===== src/flm_pkg.sv =====
/*
  Shared constants and types of the fiber link monitor block.
  Assumes a 50 MHz system clock and AHB-Lite word access to registers.
*/
package flm_pkg;

  localparam int CLK_HZ = 50_000_000;
  localparam int NRATE  = 10;

  // Bus bit rates in bit/s, and one bit time in clock cycles
  localparam int RATE_BPS [NRATE] = '{9600, 19200, 45450, 93750, 187500,
                                      500000, 1500000, 3000000, 6000000,
                                      12000000};
  localparam int BIT_CYC [NRATE] = '{CLK_HZ / 9600, CLK_HZ / 19200,
                                     CLK_HZ / 45450, CLK_HZ / 93750,
                                     CLK_HZ / 187500, CLK_HZ / 500000,
                                     CLK_HZ / 1500000, CLK_HZ / 3000000,
                                     CLK_HZ / 6000000, CLK_HZ / 12000000};

  // Echo wait and test frame interval in bit times
  localparam int ECHO_WAIT_BITS = 64;
  localparam int TEST_INT_BITS  = 4096;
  localparam int CNT_W          = 16;

  // Register byte offsets
  localparam logic [11:0] OFF_CTRL     = 12'h000;
  localparam logic [11:0] OFF_STATUS   = 12'h004;
  localparam logic [11:0] OFF_IRQ_STAT = 12'h008;
  localparam logic [11:0] OFF_IRQ_MASK = 12'h00C;

  // Field positions
  localparam int CTRL_MON_LSB  = 0;
  localparam int CTRL_MOFF_BIT = 8;
  localparam int ST_SEG_LSB    = 0;
  localparam int ST_RED_LSB    = 8;
  localparam int ST_FAULT_BIT  = 16;
  localparam int ST_ELSEG_BIT  = 17;
  localparam int EV_W          = 3;

  // Reset values
  localparam logic CTRL_MON_RST  = 1'b1;
  localparam logic CTRL_MOFF_RST = 1'b0;

  // Frame events reported by the receive path of one optical port
  typedef struct packed {
    logic frame;
    logic echo;
    logic err;
    logic test;
    logic peer_mon;
    logic peer_ok;
  } flm_rx_t;

  // Control outputs toward the datapath of one optical port
  typedef struct packed {
    logic echo_ret_en;
    logic rx_isolate;
    logic seg;
    logic led_red;
    logic send_test;
    logic test_ok;
  } flm_po_t;

  // One-cycle events of one optical port
  typedef struct packed {
    logic rel;
    logic seg;
    logic echo_err;
  } flm_ev_t;

  typedef enum logic [1:0] {ST_OK, ST_WAIT, ST_SEG} flm_st_t;

endpackage


===== src/flm_top.sv =====
/*
  Fiber link monitor: per-port mode, echo supervision, segmentation,
  fault contact, electrical segmentation gate and AHB-Lite registers.
  Assumes frame events from the repeater datapath on hclk, and a single
  AHB-Lite master doing word transfers.
*/
// The AHB-Lite register port and the register addresses were chosen for this implementation.
`timescale 1ns/1ns
// Contract
// - Monitored mode enables echo, supervision, segmentation
// - Link fault segments the fiber link
// - Fault lights port red, closes fault contact
// - Good test frames both ways lift segmentation
// - Unmonitored mode: no echo, supervision, segmentation
// - Dark monitored port reports break; unmonitored doesn't
// - Monitor-off switch disables electrical port segmentation
// - Mismatched ends behave as unmonitored
// - Optical mode resets to monitored line
// - Echo return sends received frame back
// - Missing echo after timeout flags echo error
// - Receiver isolated until echo received
// - Segmented port sends periodic test frames
module flm_top #(
  parameter int NPORT          = 2,
  parameter int ECHO_WAIT_BITS = flm_pkg::ECHO_WAIT_BITS,
  parameter int TEST_INT_BITS  = flm_pkg::TEST_INT_BITS
) (
  input  wire logic                        hclk,
  input  wire logic                        hresetn,
  input  wire logic                        hsel,
  input  wire logic [31:0]                 haddr,
  input  wire logic [1:0]                  htrans,
  input  wire logic                        hwrite,
  input  wire logic [2:0]                  hsize,
  input  wire logic [31:0]                 hwdata,
  input  wire logic                        hready,
  output logic                             hreadyout,
  output logic [31:0]                      hrdata,
  output logic                             hresp,
  input  wire logic [3:0]                  rate_sel,
  input  wire flm_pkg::flm_rx_t [NPORT-1:0] opt_rx,
  input  wire logic [NPORT-1:0]            opt_tx_start,
  output flm_pkg::flm_po_t [NPORT-1:0]     opt_ctl,
  input  wire logic                        el_seg_req,
  output logic                             el_seg,
  output logic                             fault_contact,
  output logic                             irq
);

  localparam int EVN = NPORT * flm_pkg::EV_W;
  localparam logic [flm_pkg::CNT_W-1:0] ECHO_W =
    flm_pkg::CNT_W'(ECHO_WAIT_BITS);
  localparam logic [flm_pkg::CNT_W-1:0] TEST_W =
    flm_pkg::CNT_W'(TEST_INT_BITS);

  // Bus state
  logic                     wr_pend_r;
  logic                     wr_pend_nxt;
  logic [11:0]              wr_addr_r;
  logic [11:0]              wr_addr_nxt;
  logic [31:0]              rdata_nxt;
  logic                     addr_ok;

  // Register state
  logic [NPORT-1:0]         mon_r;
  logic [NPORT-1:0]         mon_nxt;
  logic                     moff_r;
  logic                     moff_nxt;
  logic [EVN-1:0]           istat_r;
  logic [EVN-1:0]           istat_nxt;
  logic [EVN-1:0]           imask_r;
  logic [EVN-1:0]           imask_nxt;
  logic                     el_seg_nxt;
  logic                     fault_nxt;
  logic                     irq_nxt;

  // Port wiring
  logic                     tick;
  flm_pkg::flm_ev_t [NPORT-1:0] ev;
  logic [EVN-1:0]           ev_set;
  logic [EVN-1:0]           ev_clr;
  logic [NPORT-1:0]         seg_v;
  logic [NPORT-1:0]         red_v;
  logic [31:0]              status_w;

  flm_bit_tick u_tick (
    .hclk     (hclk),
    .hresetn  (hresetn),
    .rate_sel (rate_sel),
    .tick     (tick)
  );

  genvar g;
  generate
    for (g = 0; g < NPORT; g++)
    begin : g_port
      flm_port #(
        .CW (flm_pkg::CNT_W)
      ) u_port (
        .hclk           (hclk),
        .hresetn        (hresetn),
        .tick           (tick),
        .mon_en         (mon_r[g]),
        .tx_start       (opt_tx_start[g]),
        .rx             (opt_rx[g]),
        .echo_wait_bits (ECHO_W),
        .test_int_bits  (TEST_W),
        .po             (opt_ctl[g]),
        .ev             (ev[g])
      );
      assign ev_set[g*flm_pkg::EV_W +: flm_pkg::EV_W] = ev[g];
      assign seg_v[g] = opt_ctl[g].seg;
      assign red_v[g] = opt_ctl[g].led_red;
    end
  endgenerate

  // Address phase decode
  always_comb
  begin
    addr_ok     = hsel & hready & htrans[1];
    wr_pend_nxt = addr_ok & hwrite;
    wr_addr_nxt = addr_ok ? haddr[11:0] : wr_addr_r;
  end

  always_comb
  begin
    status_w = 32'h0000_0000;
    status_w[flm_pkg::ST_SEG_LSB +: NPORT] = seg_v;
    status_w[flm_pkg::ST_RED_LSB +: NPORT] = red_v;
    status_w[flm_pkg::ST_FAULT_BIT]        = fault_contact;
    status_w[flm_pkg::ST_ELSEG_BIT]        = el_seg;
  end

  // Read data captured in the address phase, shown in the data phase
  always_comb
  begin
    rdata_nxt = 32'h0000_0000;
    if (addr_ok && !hwrite)
    begin
      if (haddr[11:0] == flm_pkg::OFF_CTRL)
      begin
        rdata_nxt[flm_pkg::CTRL_MON_LSB +: NPORT] = mon_r;
        rdata_nxt[flm_pkg::CTRL_MOFF_BIT]         = moff_r;
      end
      else if (haddr[11:0] == flm_pkg::OFF_STATUS)
        rdata_nxt = status_w;
      else if (haddr[11:0] == flm_pkg::OFF_IRQ_STAT)
        rdata_nxt[EVN-1:0] = istat_r;
      else if (haddr[11:0] == flm_pkg::OFF_IRQ_MASK)
        rdata_nxt[EVN-1:0] = imask_r;
      else
        rdata_nxt = 32'h0000_0000;
    end
  end

  // Data phase writes
  always_comb
  begin
    mon_nxt   = mon_r;
    moff_nxt  = moff_r;
    imask_nxt = imask_r;
    ev_clr    = '0;
    if (wr_pend_r)
    begin
      if (wr_addr_r == flm_pkg::OFF_CTRL)
      begin
        mon_nxt  = hwdata[flm_pkg::CTRL_MON_LSB +: NPORT];
        moff_nxt = hwdata[flm_pkg::CTRL_MOFF_BIT];
      end
      else if (wr_addr_r == flm_pkg::OFF_IRQ_STAT)
        ev_clr = hwdata[EVN-1:0];
      else if (wr_addr_r == flm_pkg::OFF_IRQ_MASK)
        imask_nxt = hwdata[EVN-1:0];
      else
        ev_clr = '0;
    end
    // New events win over a clear in the same cycle
    istat_nxt  = (istat_r & ~ev_clr) | ev_set;
    el_seg_nxt = el_seg_req & ~moff_nxt;
    fault_nxt  = |red_v;
    irq_nxt    = |(istat_nxt & imask_nxt);
  end

  always_ff @(posedge hclk or negedge hresetn)
  begin
    if (!hresetn)
    begin
      wr_pend_r     <= 1'b0;
      wr_addr_r     <= 12'h000;
      hrdata        <= 32'h0000_0000;
      mon_r         <= {NPORT{flm_pkg::CTRL_MON_RST}};
      moff_r        <= flm_pkg::CTRL_MOFF_RST;
      istat_r       <= '0;
      imask_r       <= '0;
      el_seg        <= 1'b0;
      fault_contact <= 1'b0;
      irq           <= 1'b0;
    end
    else
    begin
      wr_pend_r     <= wr_pend_nxt;
      wr_addr_r     <= wr_addr_nxt;
      hrdata        <= rdata_nxt;
      mon_r         <= mon_nxt;
      moff_r        <= moff_nxt;
      istat_r       <= istat_nxt;
      imask_r       <= imask_nxt;
      el_seg        <= el_seg_nxt;
      fault_contact <= fault_nxt;
      irq           <= irq_nxt;
    end
  end

  assign hreadyout = 1'b1;
  assign hresp     = 1'b0;

endmodule // flm_top


===== src/flm_bit_tick.sv =====
/*
  Bit time prescaler: one pulse per bus bit time.
  Assumes rate_sel comes from the rate detector on the same clock.
*/
`timescale 1ns/1ns
module flm_bit_tick (
  input  wire logic       hclk,
  input  wire logic       hresetn,
  input  wire logic [3:0] rate_sel,
  output logic            tick
);

  logic [15:0] cnt_r;
  logic [15:0] cnt_nxt;
  logic [15:0] period;
  logic        tick_nxt;

  always_comb
  begin
    if (rate_sel < 4'(flm_pkg::NRATE))
      period = 16'(flm_pkg::BIT_CYC[rate_sel]);
    else
      period = 16'(flm_pkg::BIT_CYC[0]);
    tick_nxt = (cnt_r >= period - 16'h0001);
    cnt_nxt  = tick_nxt ? 16'h0000 : cnt_r + 16'h0001;
  end

  always_ff @(posedge hclk or negedge hresetn)
  begin
    if (!hresetn)
    begin
      cnt_r <= 16'h0000;
      tick  <= 1'b0;
    end
    else
    begin
      cnt_r <= cnt_nxt;
      tick  <= tick_nxt;
    end
  end

endmodule // flm_bit_tick


===== src/flm_port.sv =====
/*
  Echo supervision and segmentation of one optical port.
  Assumes frame events and tx_start are one-cycle pulses on hclk.
*/
`timescale 1ns/1ns
module flm_port #(
  parameter int CW = flm_pkg::CNT_W
) (
  input  wire logic            hclk,
  input  wire logic            hresetn,
  input  wire logic            tick,
  input  wire logic            mon_en,
  input  wire logic            tx_start,
  input  wire flm_pkg::flm_rx_t rx,
  input  wire logic [CW-1:0]   echo_wait_bits,
  input  wire logic [CW-1:0]   test_int_bits,
  output flm_pkg::flm_po_t     po,
  output flm_pkg::flm_ev_t     ev
);

  flm_pkg::flm_st_t st_r;
  flm_pkg::flm_st_t st_nxt;
  logic [CW-1:0]    cnt_r;
  logic [CW-1:0]    cnt_nxt;
  logic [CW-1:0]    int_r;
  logic [CW-1:0]    int_nxt;
  logic             pmon_r;
  logic             pmon_nxt;
  logic             lok_r;
  logic             lok_nxt;
  logic             eff;
  logic             test_nxt;
  flm_pkg::flm_ev_t ev_nxt;
  flm_pkg::flm_po_t po_nxt;

  always_comb
  begin
    st_nxt   = st_r;
    cnt_nxt  = cnt_r;
    int_nxt  = int_r;
    pmon_nxt = pmon_r;
    lok_nxt  = lok_r;
    test_nxt = 1'b0;
    ev_nxt   = '0;
    if (rx.frame)
      pmon_nxt = rx.peer_mon;
    eff = mon_en & pmon_r;
    case (st_r)
      flm_pkg::ST_OK:
      begin
        lok_nxt = 1'b0;
        if (rx.frame)
          int_nxt = '0;
        if (eff && tx_start)
        begin
          st_nxt  = flm_pkg::ST_WAIT;
          cnt_nxt = '0;
        end
        else if (eff && tick)
        begin
          if (int_r >= test_int_bits)
          begin
            // Idle line: probe the link so a dark port shows a break
            int_nxt  = '0;
            test_nxt = 1'b1;
            st_nxt   = flm_pkg::ST_WAIT;
            cnt_nxt  = '0;
          end
          else
            int_nxt = int_r + 1'b1;
        end
      end
      flm_pkg::ST_WAIT:
      begin
        if (!eff)
          st_nxt = flm_pkg::ST_OK;
        else if (rx.echo && !rx.err)
        begin
          st_nxt  = flm_pkg::ST_OK;
          int_nxt = '0;
        end
        else if (rx.err || cnt_r >= echo_wait_bits)
        begin
          st_nxt          = flm_pkg::ST_SEG;
          ev_nxt.echo_err = ~rx.err;
          ev_nxt.seg      = 1'b1;
          int_nxt         = '0;
          lok_nxt         = 1'b0;
        end
        else if (tick)
          cnt_nxt = cnt_r + 1'b1;
      end
      flm_pkg::ST_SEG:
      begin
        if (!eff)
        begin
          st_nxt     = flm_pkg::ST_OK;
          ev_nxt.rel = 1'b1;
        end
        else
        begin
          if (tick)
          begin
            if (int_r >= test_int_bits)
            begin
              int_nxt  = '0;
              test_nxt = 1'b1;
            end
            else
              int_nxt = int_r + 1'b1;
          end
          if (rx.err)
            lok_nxt = 1'b0;
          else if (rx.test)
          begin
            lok_nxt = 1'b1;
            if (rx.peer_ok)
            begin
              st_nxt     = flm_pkg::ST_OK;
              ev_nxt.rel = 1'b1;
              int_nxt    = '0;
            end
          end
        end
      end
      default: st_nxt = flm_pkg::ST_OK;
    endcase
    po_nxt.echo_ret_en = mon_en & pmon_nxt;
    po_nxt.rx_isolate  = po_nxt.echo_ret_en &
                         (st_nxt == flm_pkg::ST_WAIT);
    po_nxt.seg         = (st_nxt == flm_pkg::ST_SEG);
    po_nxt.led_red     = (st_nxt == flm_pkg::ST_SEG);
    po_nxt.send_test   = test_nxt;
    po_nxt.test_ok     = lok_nxt;
  end

  always_ff @(posedge hclk or negedge hresetn)
  begin
    if (!hresetn)
    begin
      st_r   <= flm_pkg::ST_OK;
      cnt_r  <= '0;
      int_r  <= '0;
      pmon_r <= 1'b1;
      lok_r  <= 1'b0;
      po     <= '0;
      ev     <= '0;
    end
    else
    begin
      st_r   <= st_nxt;
      cnt_r  <= cnt_nxt;
      int_r  <= int_nxt;
      pmon_r <= pmon_nxt;
      lok_r  <= lok_nxt;
      po     <= po_nxt;
      ev     <= ev_nxt;
    end
  end

endmodule // flm_port


===== config.mk =====
export PLATFORM = sky130hd
export DESIGN_NAME = flm_top
export DESIGN_NICKNAME = d
export VERILOG_FILES = /design/src/flm_pkg.sv /design/src/flm_top.sv /design/src/flm_bit_tick.sv /design/src/flm_port.sv
export SDC_FILE = /design/constraint.sdc
export NUM_CORES = 1
export LEC_CHECK = 0
export BUFFER_PORTS_ARGS = -buffer_cell sky130_fd_sc_hd__buf_2
export CAP_MARGIN = 20
export CORE_UTILIZATION = 59
export CTS_BUF_LIST = sky130_fd_sc_hd__clkbuf_2
export CTS_CLUSTER_DIAMETER = 150
export DETAILED_ROUTE_END_ITERATION = 6
export GPL_ROUTABILITY_DRIVEN = 0
export PLACE_DENSITY = 0.91
export SLEW_MARGIN = 20
export SYNTH_ARGS = -nofsm -noshare
export SYNTH_HDL_FRONTEND = slang
export SYNTH_HIERARCHICAL = 1
export SYNTH_SLANG_ARGS = --single-unit

===== constraint.sdc =====
create_clock -name hclk -period 3.4 [get_ports hclk]
set_input_delay 1.02 -clock hclk [delete_from_list [all_inputs] [get_ports hclk]]
set_output_delay 1.02 -clock hclk [all_outputs]
set_load 0.01 [all_outputs]

==> results of run 1 <==
==> cell usage after synthesis, types with 19 or more instances <==
library cell    n  area, um^2
nor3_1         32         160
and3_1         24         150
nand3_1        57         285
a21oi_1        38         190
nand2b_1       20         125
buf_4          32         240
o21ai_0        19        95.1
dfrtp_1       140        3500
inv_1          94         353
mux2_2         22         248
clkbuf_1       19        71.3
o211ai_1       20         150
nor2_1         72         270
o21ai_1        33         165
nand2_1        96         360
ha_1           99        1240
==> cells by family after synthesis <==
group | share of synthesized area (%)
and+or+nand+nor | 23.1
AOI/OAI and AO/OA | 17.8
buffers and inverters | 7.24
DFF | 34.7
adders and majority gates | 11.9
muxes | 3.88
xor gates and xnor gates | 1.43
other | 0.0721
==> power groups by stage <==
stage	registers, mW	logic [mW]	clock network, mW
after floorplan	2.29	1.75	0
after global placement	2.37	2.10	0
after detailed placement	2.39	2.22	0
after CTS	2.36	2.25	1.00
after global routing	2.42	2.56	1.08
final	2.37	2.32	0.987
==> routing by layer <==
| layer | wire [um] | vias up |
|---|---|---|
| met5 | 0 | - |
| met4 | 700 | 0 |
| met3 | 1450 | 75 |
| met2 | 12500 | 374 |
| met1 | 9820 | 4379 |
| li1 | - | 4351 |
==> registers in the layout, summed over array words and instances, names as in the netlist, 4 cells and up <==
| signal | cells |
|---|---|
| u_tick/cnt_r | 16 |
| g_port.u_port/po | 8 |
| g_port.u_port/ev | 6 |
| g_port.u_port/st_r | 4 |
| g_port.u_port/cnt_r | 32 |
| imask_r | 6 |
| wr_addr_r | 12 |
| g_port.u_port/int_r | 32 |
| hrdata | 10 |
| istat_r | 6 |
==> cell type report <==
| type | instances | area [um^2] | area share [%] |
|---|---|---|---|
| well taps | 225 | 282 | 2.39 |
| inverters | 94 | 358 | 3.03 |
| multi-input cells | 922 | 6530 | 55.3 |
| flip-flops and latches | 144 | 3610 | 30.6 |
| clock inverters | 13 | 138 | 1.17 |
| clock buffers | 19 | 95.1 | 0.806 |
| repair buffers | 116 | 792 | 6.71 |
==> worst min path at each step <==
stage | to | cells past startpoint | from
2_1_floorplan | istat_r[5] | 1 | g_port[1].u_port/ev[2]
4_1_cts | g_port[1].u_port/int_r[0] | 1 | hresetn
5_1_grt | g_port[1].u_port/int_r[0] | 1 | hresetn
3_3_place_gp | istat_r[0] | 1 | g_port[0].u_port/ev[0]
3_5_place_dp | istat_r[5] | 1 | g_port[1].u_port/ev[2]
6_report | g_port[1].u_port/int_r[0] | 1 | hresetn
==> what timing repair did <==
action,CTS,global route
setup buffers,0,3
gates resized for setup,1,22
cloned,0,1
pin swaps,1,10
hold buffers,0,0
setup endpoints to repair,17,17
==> metrics.md, run 1 <==
| Metric | Value |
|---|---|
| Status | `finished, violations left` |
| Failing checks | `setup timing` |
| CP peak stage delay | `0.40 ns` |
| Critical path endpoint | `u_tick/cnt_r[8]` |
| Post-route insts no fill | `1533` |
| CP Class | `in -> reg` |
| Number of synthesized flops with an enable pin | `0` |
| Initial antenna violation count | `0` |
| Synth async-reset ratio | `100%` |
| DRT Wirelength | `24.4 mm` |
| Post-Place Cells | `1497` |
| Met2 usage | `47.7%` |
| GRT met1 Usage | `32.3%` |
| Fin. Hold Viols | `0` |
| Fillers | `1211` |
| Max Fclk | `0.291 GHz` |
| Ant diodes | `0` |
| M3 GR Usage | `4.88%` |
| Core box area | `17200 um^2` |
| Unique masters post-synth | `93` |
| Post-Syn Instances | `1137` |
| Worst hold path class | `in -> async` |
| Clk Latency, worst-skew pair | `0.72 ns` |
| Worst r2r src | `g_port[0].u_port/cnt_r[5]` |
| Die Height | `135 um` |
| R2r worst-path depth | `8` |
| Max-capacitance violation count | `0` |
| Minimum clock period | `3.43 ns` |
| Grt total ovfl | `0` |
| Critical path arrival | `4.04 ns` |
| Top FF cell, synth | `dfrtp_1` |
| LEAKAGE | `5.42 nW` |
| Port bufs | `68` |
| Clock-pin slew on the worst setup and hold paths | `0.20 ns` |
| Final Cycle Share | `101%` |
| Reg2reg end | `g_port[0].u_port/int_r[2]` |
| Final ANT Viol Nets | `0` |
| Cell-internal power | `3.28 mW` |
| Pre-CTS WS | `-0.842 ns` |
| Layout Utilization | `68.5%` |
| Peak supply drop | `0.264 mV` |
| Rows | `48` |
| Total I/O pin count | `142` |
| Worst Setup SP | `rate_sel[0]` |
| Post-route DRC violation count | `0` |
| Layout area overhead | `13.3%` |
| Synthesized area | `10400 um^2` |
| Die width | `135 um` |
| First-pass GRT wire length | `39.8 mm` |
| Slowest CP cell | `or3_4` |
| Most used cell, CP | `ha_4` |
| Worst-Margin Slew | `0.762 ns` |
| Ys Warns | `6` |
| Crit path max-delay family | `compound AO/OA/AOI/OAI gates` |
| Final Slew Violations | `0` |
| Syn Area/Cell | `9.16 um^2` |
| Final Net Count | `1487` |
| Critical Path, Cell by Cell | `buf_12, inv_6, ha_4, mux2_4, nand2_4, ha_4, inv_2, a2111o_1, a211oi_4, a21oi_1, ha_1, nand4_4, or3_4, o32ai_4, clkbuf_16, nor3_2` |
| CTS Root Cell | `clkbuf_2` |
| CP startpoint kind | `input port` |
| Reg2reg setup slack | `0.30 ns` |
| Power, Total | `5.68 mW` |
| Layout cell share with drive strength beyond 1 | `18.4%` |
| Worst path required time | `4.01 ns` |
| Setup tns final | `-0.144 ns` |
| Setup ws final | `-0.0342 ns` |
| CTS Buf Count | `17` |
| Vias in the first global route | `8720` |
| H-tree lvl count | `4` |
| Die area | `18200 um^2` |
| GRT Total Usage | `27.0%` |
| Detailed-route via count | `9179` |
| Final Instance Area | `11800 um^2` |
| Clk_skew | `0.0303 ns` |
| Drt pass-1 iters | `5` |
| Sw Share | `42.3%` |
| Most common cell after layout, fill and taps aside | `dfrtp_1` |
| Hold Slack | `0.257 ns` |
| RSZ-0062 raised after global routing | `true` |
| Gr busiest metal | `met2` |
| Via density | `5.99` |
| Pwr/cell area | `481 nW/um^2` |
| Crit Path Max Fanout | `8` |
| Iteration-0 DRC count of the detailed router | `606` |
| Placed cell area | `11400 um^2` |
| Gate power share | `40.8%` |
| Clk buf depth | `2` |
| Drt wl/cell | `15.9 um` |
| Setup violations, final | `8` |
| CP bufs+invs | `4` |
| Largest net degree at the start of global routing | `66` |
| Seq pwr share | `41.8%` |
| Cell depth of the worst setup path | `16` |
| Hpwl dp | `18.1 mm` |
| CTS tree | `built` |
| Sw power | `2.40 mW` |
| Commonest non-fill, non-tap cells in the layout | `140 x dfrtp_1, 95 x nand2_1, 93 x ha_1` |
| CTS Sinks | `144` |
| Slew HR | `49.0%` |
| Initial Util | `60.4%` |
| Post-synthesis sequential area ratio | `34.7%` |
| Clk network pwr share | `17.4%` |
| CP Capture Type | `register` |
| Yosys reg bits | `144` |
No activity file was read; power rests on OpenSTA's default activity.
==> run 2: changes to the inputs <==
--- a/config.mk
+++ b/config.mk
@@ -7,12 +7,12 @@
 export LEC_CHECK = 0
 export BUFFER_PORTS_ARGS = -buffer_cell sky130_fd_sc_hd__buf_2
 export CAP_MARGIN = 20
-export CORE_UTILIZATION = 59
+export CORE_UTILIZATION = 45
 export CTS_BUF_LIST = sky130_fd_sc_hd__clkbuf_2
 export CTS_CLUSTER_DIAMETER = 150
 export DETAILED_ROUTE_END_ITERATION = 6
 export GPL_ROUTABILITY_DRIVEN = 0
-export PLACE_DENSITY = 0.91
+export PLACE_DENSITY = 0.74
 export SLEW_MARGIN = 20
 export SYNTH_ARGS = -nofsm -noshare
 export SYNTH_HDL_FRONTEND = slang
==> metrics.md, run 2 (same netlist as run 1, synthesis figures left out) <==
| Metric | Value |
|---|---|
| First-pass GRT wire length | `38.3 mm (was 39.8 mm)` |
| Hpwl dp | `16.9 mm (was 18.1 mm)` |
| Initial Util | `46.0% (was 60.4%)` |
| Clk_skew | `0.0642 ns (was 0.0303 ns)` |
| CP Class | `in -> reg (unchanged)` |
| R2r worst-path depth | `8 (unchanged)` |
| Fin. Hold Viols | `0 (unchanged)` |
| Final ANT Viol Nets | `0 (unchanged)` |
| Die Height | `154 um (was 135 um)` |
| Pwr/cell area | `465 nW/um^2 (was 481 nW/um^2)` |
| Commonest non-fill, non-tap cells in the layout | `140 x dfrtp_1, 95 x nand2_1, 93 x ha_1 (unchanged)` |
| Clock-pin slew on the worst setup and hold paths | `0.21 ns (was 0.20 ns)` |
| CP bufs+invs | `5 (was 4)` |
| Reg2reg end | `g_port[1].u_port/int_r[10] (was g_port[0].u_port/int_r[2])` |
| Critical Path, Cell by Cell | `buf_6, inv_2, buf_4, ha_4, or4b_4, o311a_4, a211oi_4, buf_6, nor2b_2, ha_1, nand4_1, or3_4, o32ai_4, buf_6, or2_1 (was buf_12, inv_6, ha_4, mux2_4, nand2_4, ha_4, inv_2, a2111o_1, a211oi_4, a21oi_1, ha_1, nand4_4, or3_4, o32ai_4, clkbuf_16, nor3_2)` |
| Setup violations, final | `0 (was 8)` |
| Ant diodes | `0 (unchanged)` |
| CTS Buf Count | `17 (unchanged)` |
| Initial antenna violation count | `0 (unchanged)` |
| Drt pass-1 iters | `5 (unchanged)` |
| Most common cell after layout, fill and taps aside | `dfrtp_1 (unchanged)` |
| DRT Wirelength | `22.1 mm (was 24.4 mm)` |
| Worst Setup SP | `rate_sel[0] (unchanged)` |
| Post-route DRC violation count | `0 (unchanged)` |
| CP Capture Type | `register (unchanged)` |
| Iteration-0 DRC count of the detailed router | `435 (was 606)` |
| CP peak stage delay | `0.52 ns (was 0.40 ns)` |
| Final Slew Violations | `0 (unchanged)` |
| FF+latch area | `3610 um^2 (unchanged)` |
| CTS tree | `built (unchanged)` |
| Minimum clock period | `3.39 ns (was 3.43 ns)` |
| Layout area overhead | `13.6% (was 13.3%)` |
| Total I/O pin count | `142 (unchanged)` |
| Regs by FF count | `g_port.u_port/cnt_r: 32 flops, g_port.u_port/int_r: 32 flops, u_tick/cnt_r: 16 flops (unchanged)` |
| Worst hold path class | `in -> async (unchanged)` |
| Status | `finished, final reports clean (was finished, violations left)` |
| Vias in the first global route | `8333 (was 8720)` |
| Crit path max-delay family | `simple AND/OR/NAND/NOR gates (was compound AO/OA/AOI/OAI gates)` |
| Die width | `154 um (was 135 um)` |
| Clk Latency, worst-skew pair | `0.72 ns (about the same)` |
| Crit Path Max Fanout | `8 (unchanged)` |
| Port bufs | `68 (unchanged)` |
| Via density | `5.42 (was 5.99)` |
| Setup ws final | `0.0120 ns (was -0.0342 ns)` |
| Clk buf depth | `2 (unchanged)` |
| Power, Total | `5.50 mW (was 5.68 mW)` |
| Most used cell, CP | `buf_6 (was ha_4)` |
| Max-capacitance violation count | `0 (unchanged)` |
| Worst-Margin Slew | `0.685 ns (was 0.762 ns)` |
| Worst path required time | `4.01 ns (about the same)` |
| Max Fclk | `0.295 GHz (was 0.291 GHz)` |
| CP startpoint kind | `input port (unchanged)` |
| Core box area | `22600 um^2 (was 17200 um^2)` |
| Multi-input gate area | `6520 um^2 (was 6530 um^2)` |
| Die area | `23800 um^2 (was 18200 um^2)` |
| Slowest CP cell | `or4b_4 (was or3_4)` |
| Rows | `55 (was 48)` |
| Fillers | `2056 (was 1211)` |
| CTS Sinks | `144 (unchanged)` |
| Largest net degree at the start of global routing | `61 (was 66)` |
| GRT Total Usage | `19.4% (was 27.0%)` |
| Critical path arrival | `4.00 ns (was 4.04 ns)` |
| Final Net Count | `1492 (was 1487)` |
| Layout Utilization | `52.2% (was 68.5%)` |
| Layout cell share with drive strength beyond 1 | `18.9% (was 18.4%)` |
| Slew HR | `54.3% (was 49.0%)` |
| Peak supply drop | `0.234 mV (was 0.264 mV)` |
| Hold bufs inserted after CTS | `0 (unchanged)` |
| Reg2reg setup slack | `0.27 ns (was 0.30 ns)` |
| H-tree lvl count | `4 (unchanged)` |
| Final Cycle Share | `99.6% (was 101%)` |
| Pre-CTS WS | `-0.856 ns (was -0.842 ns)` |
| Worst r2r src | `g_port[1].u_port/cnt_r[15] (was g_port[0].u_port/cnt_r[5])` |
| LEAKAGE | `5.41 nW (was 5.42 nW)` |
| Drt wl/cell | `13.8 um (was 15.9 um)` |
| Detailed-route via count | `8656 (was 9179)` |
| Grt total ovfl | `0 (unchanged)` |
| CTS Root Cell | `clkbuf_2 (unchanged)` |
[run 2: where the power goes]
part | internal, mW | total [mW] | switching, mW
Sequential | 1.99 | 2.36 | 0.362
Clock | 0.267 | 0.901 | 0.634
Combinational | 0.940 | 2.25 | 1.31
Total | 3.20 | 5.50 | 2.30
[run 2: per-layer routing]
metal  up-vias  track usage (%)  routed length, um
li1       4344                -                  -
met1      4092             25.2              10300
met2       191             33.6              10600
met3        29             2.85                838
met4         0             5.19                274
met5         -                0                  0
[run 2: stage by stage]
stage | instances | hold WS, ns | setup TNS (ns) | instance area [um^2]
2_1_floorplan | 1223 | 0.424 | -9.20 | 10800
6_report | 1598 | 0.263 | 0 | 11800
4_1_cts | 1595 | 0.203 | 0 | 11700
5_1_grt | 1598 | 0.235 | -0.0111 | 11800
3_5_place_dp | 1563 | 0.455 | -13.95 | 11500
3_3_place_gp | 1563 | 0.455 | -12.85 | 11500
[run 2: how the worst max path moves through the flow]
| stage | to | slack (ns) | cells after the start |
|---|---|---|---|
| after floorplan | u_tick/cnt_r[0] | -0.61 | 14 |
| after global placement | u_tick/cnt_r[14] | -0.79 | 16 |
| after detailed placement | u_tick/cnt_r[14] | -0.86 | 16 |
| after CTS | u_tick/tick | 0.008 | 14 |
| after global routing | u_tick/tick | -0.01 | 15 |
| final | u_tick/tick | 0.01 | 15 |
[run 2: final cells by class]
cell class	instances	area share [%]
clock buffer	19	0.804
clock inverter	13	0.952
inverter	94	2.98
multi-input combinational	922	55.1
sequential	144	30.5
tap	285	3.02
timing repair buffer	121	6.60
[run 2: what timing repair did]
action / CTS / global route
gates resized for setup: 2 / 17
endpoints found under the hold margin: 0 / 0
pin swaps: 1 / 11
buffers inserted: 0 / 3
setup endpoints to repair: 16 / 17
[run 2: worst reg2reg max path, cell delays in order, from the launching register on]
cell and delay (ns):
dfrtp_1 0.47, ha_1 0.30, nand4_1 0.13, or3_1 0.41, o41a_1 0.51, nand4_2 0.16, a21oi_2 0.10, or2_1 0.48
o41ai_1 0.46
